<file path="config.mk">
export PLATFORM = sky130hd
export DESIGN_NAME = wdfl_watchdog
export DESIGN_NICKNAME = d
export VERILOG_FILES = /design/src/hdl/wdfl_pkg.sv /design/src/hdl/wdfl_watchdog.sv
export VERILOG_INCLUDE_DIRS = /design/src /design/src/hdl
export SDC_FILE = /design/constraint.sdc
export NUM_CORES = 1
export LEC_CHECK = 0
export BUFFER_PORTS_ARGS = -buffer_cell sky130_fd_sc_hd__buf_4
export CAP_MARGIN = 20
export CORE_ASPECT_RATIO = 0.7
export CORE_MARGIN = 2
export CORE_UTILIZATION = 56
export DETAILED_ROUTE_END_ITERATION = 10
export PLACE_DENSITY = 0.86
export SLEW_MARGIN = 25
export SYNTH_ARGS = -nofsm -noshare
export SYNTH_HDL_FRONTEND = slang
export SYNTH_SLANG_ARGS = --single-unit
</file>
<file path="constraint.sdc">
create_clock -name ref_clk -period 4.4 [get_ports ref_clk]
set_clock_uncertainty 0.2 [all_clocks]
set_input_delay 0.22 -clock ref_clk [delete_from_list [all_inputs] [get_ports ref_clk]]
set_output_delay 0.22 -clock ref_clk [all_outputs]
set_load 0.02 [all_outputs]
</file>
<file path="src/hdl/wdfl_params.svh">
// Contract
// [RL1] a write to the watchdog control register takes effect only when the instruction just before it set the write-unlock bit.
// [RL2] software should mask interrupts globally around the unlock-then-write pair so nothing separates the two instructions.
// [RL3] software may disable the watchdog by clearing its enable bit in a write that directly follows the unlock.
// [RL4] with the lock bit of the configuration byte at zero, enable and response-select are forced on and to reset.
// [RL5] the four-bit timeout prescaler stays writable even while the lock bit is cleared.
// [RL6] the key default reads 0x7F instead of 0xFF whenever the lock bit is cleared.
// [RL7] a protection change is written to flash 0x3FFF down to 0x3FFB only when the stored key matches the key register.
// [RL8] a timeout gives a system reset, or the watchdog interrupt when response-select is set.
// [RL9] the watchdog interrupt is always high priority with no priority setting.
// [RL10] the watchdog interrupt is delivered even with the global enable clear and all else masked.
// [RL11] timeout is two to the prescaler value times 512 input-clock periods; codes above 1001 are invalid. Codes 1000 and 1001 time out on every tick.
// [RL12] the status flag sets on every timeout and clears only by a zero write or external reset.
// [RL13] writing the enable bit to one clears the counter and enables the watchdog.
// [RL14] the configuration byte is sampled at reset and its lock state and key default held until the next reset.
// [RL15] the write unlock lapses after one instruction.
`ifndef WDFL_PARAMS_SVH
`define WDFL_PARAMS_SVH
`define WDFL_CTRL_ADDR   8'hC0
`define WDFL_CFG_ADDR    16'h3FFA
`define WDFL_PROT_HI     16'h3FFF
`define WDFL_PROT_LO     16'h3FFB
`define WDFL_BIT_WR      0
`define WDFL_BIT_EN      1
`define WDFL_BIT_STAT    2
`define WDFL_BIT_RESP    3
`define WDFL_PRE_LSB     4
`define WDFL_LOCK_BIT    7
`define WDFL_PRE_RST     4'h7
`define WDFL_PRE_MAX     4'h9
`define WDFL_PRE_AUTO    4'h8
`define WDFL_BASE_SHIFT  9
`define WDFL_KEY_DEF     8'hFF
`define WDFL_KEY_LOCKED  8'h7F
`define WDFL_TICK_HZ     32768
`define WDFL_CLK_HZ      40000000
`endif

</file>
<file path="src/hdl/wdfl_pkg.sv">
package wdfl_pkg;
  typedef struct packed {
    logic        unlock;
    logic        en;
    logic        resp;
    logic        stat;
    logic [3:0]  pre;
    logic [15:0] cnt;
    logic        tick_in_s1;
    logic        tick_in_s2;
    logic        tick_prev;
    logic        locked;
    logic [7:0]  key_default;
    logic        cfg_taken;
    logic        sys_reset_req;
    logic        irq;
    logic        prot_wr;
    logic        prot_fail;
    logic [7:0]  rdata;
  } wdfl_state_t;
endpackage : wdfl_pkg

</file>
<file path="src/hdl/wdfl_watchdog.sv">
`timescale 1ns/1ps
`default_nettype none
`include "wdfl_params.svh"
module wdfl_watchdog
  import wdfl_pkg::*;
(
  input  wire logic       ref_clk,
  input  wire logic       sys_rst,
  input  wire logic       ext_hw_rst,
  input  wire logic       clkin_32k,
  input  wire logic       instr_done,
  input  wire logic       sfr_wr,
  input  wire logic       sfr_rd,
  input  wire logic [7:0] sfr_addr,
  input  wire logic [7:0] sfr_wdata,
  input  wire logic [7:0] cfg_byte,
  input  wire logic       prot_req,
  input  wire logic [7:0] key_compare_register,
  output logic [7:0]      sfr_rdata,
  output logic [7:0]      key_default,
  output logic            dog_sys_reset,
  output logic            dog_irq_hi,
  output logic            prot_write,
  output logic            prot_fail
);
  wdfl_state_t s, n;

  // ==========================================
  // helpers
  function automatic logic [15:0] limit_of(input logic [3:0] pre);
    logic [15:0] v;
    v = 16'h0;
    if (pre <= `WDFL_PRE_MAX) begin
      v = 16'(32'd1 << (pre + `WDFL_BASE_SHIFT)) - 16'h1; // [RL11]
    end
    if (pre == `WDFL_PRE_RST) begin
      v = 16'hFFFF;
    end
    if (pre >= `WDFL_PRE_AUTO) begin
      v = 16'h0;
    end
    return v;
  endfunction : limit_of

  logic ctrl_wr;
  logic tick;
  logic expired;
  logic [7:0] ctrl_view;

  // ==========================================
  // next state
  always_comb begin
    n = s;
    n.tick_in_s1 = clkin_32k;
    n.tick_in_s2 = s.tick_in_s1;
    n.tick_prev = s.tick_in_s2;
    tick = s.tick_in_s2 & ~s.tick_prev;
    n.sys_reset_req = 1'b0;
    n.irq = 1'b0;
    n.prot_wr = 1'b0;
    n.prot_fail = 1'b0;
    // strap is caught in the first clocked cycle after release, never under reset
    if (!s.cfg_taken) begin
      n.cfg_taken = 1'b1;
      n.locked = ~cfg_byte[`WDFL_LOCK_BIT]; // [RL14]
      n.key_default = cfg_byte[`WDFL_LOCK_BIT] ? `WDFL_KEY_DEF : `WDFL_KEY_LOCKED; // [RL6]
    end
    ctrl_wr = sfr_wr && (sfr_addr == `WDFL_CTRL_ADDR);
    // codes above 1001 never time out; with an invalid selection the counter keeps counting and wrapping rather than firing
    expired = s.en && (s.pre <= `WDFL_PRE_MAX) && tick && (s.cnt >= limit_of(s.pre));
    if (s.en && tick) begin
      n.cnt = expired ? 16'h0 : s.cnt + 16'h1;
    end
    if (instr_done && !ctrl_wr) begin
      n.unlock = 1'b0; // [RL15]
    end
    if (ctrl_wr) begin
      if (s.unlock) begin // [RL1]
        n.unlock = 1'b0;
        n.pre = sfr_wdata[`WDFL_PRE_LSB +: 4]; // [RL5]
        if (!s.locked) begin // [RL4]
          n.en = sfr_wdata[`WDFL_BIT_EN]; // [RL3]
          n.resp = sfr_wdata[`WDFL_BIT_RESP];
        end
        if (sfr_wdata[`WDFL_BIT_EN]) begin
          n.cnt = 16'h0; // [RL13]
        end
        if (!sfr_wdata[`WDFL_BIT_STAT]) begin
          n.stat = 1'b0;
        end
      end else begin
        n.unlock = sfr_wdata[`WDFL_BIT_WR];
      end
    end
    if (s.locked) begin
      n.en = 1'b1; // [RL4]
      n.resp = 1'b0;
    end
    if (expired) begin
      n.stat = 1'b1; // [RL12]
      // interrupt bypasses the global enable and priority logic [RL9] [RL10]
      if (s.resp) begin
        n.irq = 1'b1; // [RL8]
      end else begin
        n.sys_reset_req = 1'b1; // [RL8]
      end
    end
    if (prot_req) begin
      if (key_compare_register == s.key_default) begin // [RL7]
        n.prot_wr = 1'b1;
      end else begin
        n.prot_fail = 1'b1;
      end
    end
    ctrl_view = {s.pre, s.resp, s.stat, s.en, s.unlock};
    n.rdata = (sfr_rd && sfr_addr == `WDFL_CTRL_ADDR) ? ctrl_view : 8'h00;
  end

  // ==========================================
  // registers
  always_ff @(posedge ref_clk) begin
    if (sys_rst) begin
      s <= '0;
      s.en <= 1'b1;
      s.pre <= `WDFL_PRE_RST;
      s.key_default <= `WDFL_KEY_DEF;
      // a watchdog-caused reset keeps the status flag; only the pin clears it [RL12]
      s.stat <= ext_hw_rst ? 1'b0 : s.stat;
    end else begin
      s <= n;
    end
  end

  assign sfr_rdata = s.rdata;
  assign key_default = s.key_default;
  assign dog_sys_reset = s.sys_reset_req;
  assign dog_irq_hi = s.irq;
  assign prot_write = s.prot_wr;
  assign prot_fail = s.prot_fail;
endmodule : wdfl_watchdog
`default_nettype wire

</file>
==> results.yml <==
detailed_routing:
  firstDrtPassIters: 5
  via_per_inst: 5.370
  wirelength_mm: 4.740
  drt_iter0_drc: 67
  vias: 1799
  final_antenna_net_count: 0
  drc: 0
  wl_per_cell_um: 14.15
clock_network:
  htreeDepth: 2
  cts_buffer_depth: 2
  cts_resized: 0
  post_cts_buffers: 0
  cts_tree: "yes"
  cts_made_buffers: 5
  clock-sinks: 42
  postCtsHoldBufs: 12
  insertion_delay_ns: 0.30
  clkTransAtPathRegs_ns: 0.08
  root_buffer: "clkbuf_8"
floorplanning:
  rows: 19
  die_w_um: 79.25
  die-height_um: 56.68
  io-pin-count: 60
  die_area_sq_um: 4491
  core-area_sq_um: 3851
  start_util_pct: 57.63
finish:
  n_antenna_cell: 0
  design_area_sq_um: 2713
  nFillCells: 291
  multiInputGateArea_sq_um: 1217
  final_common_cell: "buf_4"
  drive_gt1_share_pct: 25.80
  final_cell_mix: "buf_4 (45), dfxtp_1 (41), nand2_1 (17), ha_1 (17)"
  finish.utilization_pct: 70.44
  area_growth_pct: 22.21
  ff_latch_area_sq_um: 850.8
  nets: 339
placed_design:
  place_area_sq_um: 2497
  place.gp.congestion: 0.8235
  hpwl_mm: 3.334
  io_buffers: 45
status:
  status: "completed"
grt:
  use_met2_pct: 37.65
  met3_usage_pct: 5.305
  overflow: 0
  busiest_layer: "met2"
  grt_pass1_vias: 1609
  grt_pass1_wl_mm: 7.541
  gr-usage-met1_pct: 27.69
  antenna_found_initial: 0
  track_usage_pct: 22.48
  grt_max_degree: 19
pwr:
  p_sw_share_pct: 23.17
  power_frac_clock_pct: 36.8
  p_leak_nw: 1.223
  p_per_area_nw_per_um2: 260.8
  ir_drop_uv: 283.8
  p_sw_w: 0.0001640
  pwr-share-seq_pct: 54.9
  internal-power_w: 0.0005436
  power_frac_comb_pct: 8.2
synth:
  synth_edf_count: 1
  netlist_area_sq_um: 2220
  synth_seq_area_share_pct: 38.33
  async_flop_share_pct: 0
  ys.flop_type: "dfxtp_1"
  yosysWarningCount: 0
  syn_inst: 232
  ys_ff_latch: 42
  yosysUniqueCellTypes: 48
  synth_area_per_cell_sq_um: 9.567
job:
  max-cap-violations: 0
sta:
  fmaxAchievable_ghz: 0.2880
  fin_crit_sh_pct: 78.91
  hold_violations: 0
  drv_slew: 0
  worstMarginPinSlew_ns: 0.7088
  period_needed_ns: 3.472
  rsz0062_at_grt: "false"
  finalSetupViolCount: 0
  relSlewSlack_pct: 52.63
  final.setup.tns_ns: 0
worst_setup_path:
  critPathMaxFanout: 18
  worst_setup_path_start_kind: "register"
  required_ns: 4.22
  worstSetupEndpointType: "register"
  worstSetupPathType: "reg -> reg"
  worstPathArrival_ns: 3.29
  worst_path_max_delay_cell: "a31oi_4"
  cpPeakStageDelay_ns: 0.60
  crit_chain: "nor2b_1 -> o21ai_0 -> ha_1 -> nand4_2 -> nor3_2 -> or4b_4 -> a31oi_4 -> o22a_2"
hold_path:
  hold_path.class: "in -> reg"
## layout make-up
class	instances	area share, %
Clock buffer	6	3.044
Timing Repair Buffer	57	16.88
Inverter	7	0.9686
Clock inverter	2	0.4613
Tap cell	52	2.399
Multi-Input combinational cell	169	44.88
Sequential cell	42	31.37
## through the flow
stage,std cells,setup WS (ns),power (W),hold WS (ns)
floorplan,238,1.614,0.0004251,0.1094
global placement,315,1.051,0.0004455,0.2057
detailed placement,315,0.9559,0.0004469,0.2083
CTS,335,0.9343,0.0007114,0.005874
global route,335,0.7186,0.0007400,0.02646
finish,335,0.9280,0.0007076,0.009329
## power by group through the flow
stage          clock network [W]  registers [W]  logic [W]
6_report                0.000261       0.000389  0.0000583
5_1_grt                 0.000288       0.000389  0.0000628
4_1_cts                 0.000266       0.000389  0.0000573
3_5_place_dp                   0       0.000398  0.0000493
3_3_place_gp                   0       0.000397  0.0000481
2_1_floorplan                  0       0.000397  0.0000278
## critical path, delay by kind of cell, from the launching register on
kind / cells / cell delay [ns]
adder cells (fa/ha/maj): 1 / 0.34
flip-flops: 1 / 0.47
AO/OA/AOI/OAI: 3 / 1.01
AND/OR/NAND/NOR: 4 / 1.16
## cells in the mapped netlist, drive strengths merged, types with 2 or more instances
cell / n / area share [%]
o21ai: 9 / 2.0
inv: 6 / 1.0
nor4: 4 / 1.4
buf: 19 / 6.5
ha: 17 / 9.6
nor3: 20 / 7.5
o21bai: 2 / 0.68
nand4: 6 / 2.0
nor2b: 7 / 2.0
nand2: 17 / 2.9
dfxtp: 41 / 37
and3: 4 / 1.1
nand3: 12 / 2.7
xnor2: 6 / 2.4
a31oi: 3 / 1.5
mux2i: 5 / 2.3
and2: 9 / 2.6
a21oi: 8 / 1.8
nor2: 9 / 1.5
nand3b: 2 / 0.68
xor2: 8 / 3.2
## state kept, by name, summed over array words and instances, names as in the netlist, 2 cells and up
signal / cells
s: 19
sfr_rdata: 8
n: 2
ctrl_view: 8
## worst paths after layout
kind / start / slack, ns / end / cells after the start
worst max register to register: ctrl_view[7] / 0.93 / ctrl_view[2] / 8
worst min register to register: ctrl_view[2] / 0.25 / sfr_rdata[2] / 1
worst min-delay path: sfr_wdata[3] / 0.009 / ctrl_view[3] / 3
worst max-delay path: ctrl_view[7] / 0.93 / ctrl_view[2] / 8
## layer usage
layer / part of all wire (%) / vias to the layer above
met1: 44 / 846
met3: 3.9 / 7
li1: - / 899
met5: 0 / -
met4: 1.8 / 0
met2: 50 / 47
## kinds of logic (layout without fill, tap and decap cells)
| logic type | count (synthesis) | after routing | share of synthesized area, % |
|---|---|---|---|
| flops | 42 | 42 | 38.33 |
| simple gates | 98 | 98 | 28.02 |
| other cells | 1 | 7 | 0.1689 |
| compound gates | 28 | 28 | 8.287 |
| mux | 5 | 5 | 2.255 |
| xor+xnor | 14 | 14 | 5.524 |
| fa+ha+maj | 17 | 17 | 9.583 |
| buf+inv | 27 | 72 | 7.835 |
(Power assumes the default switching activity.)
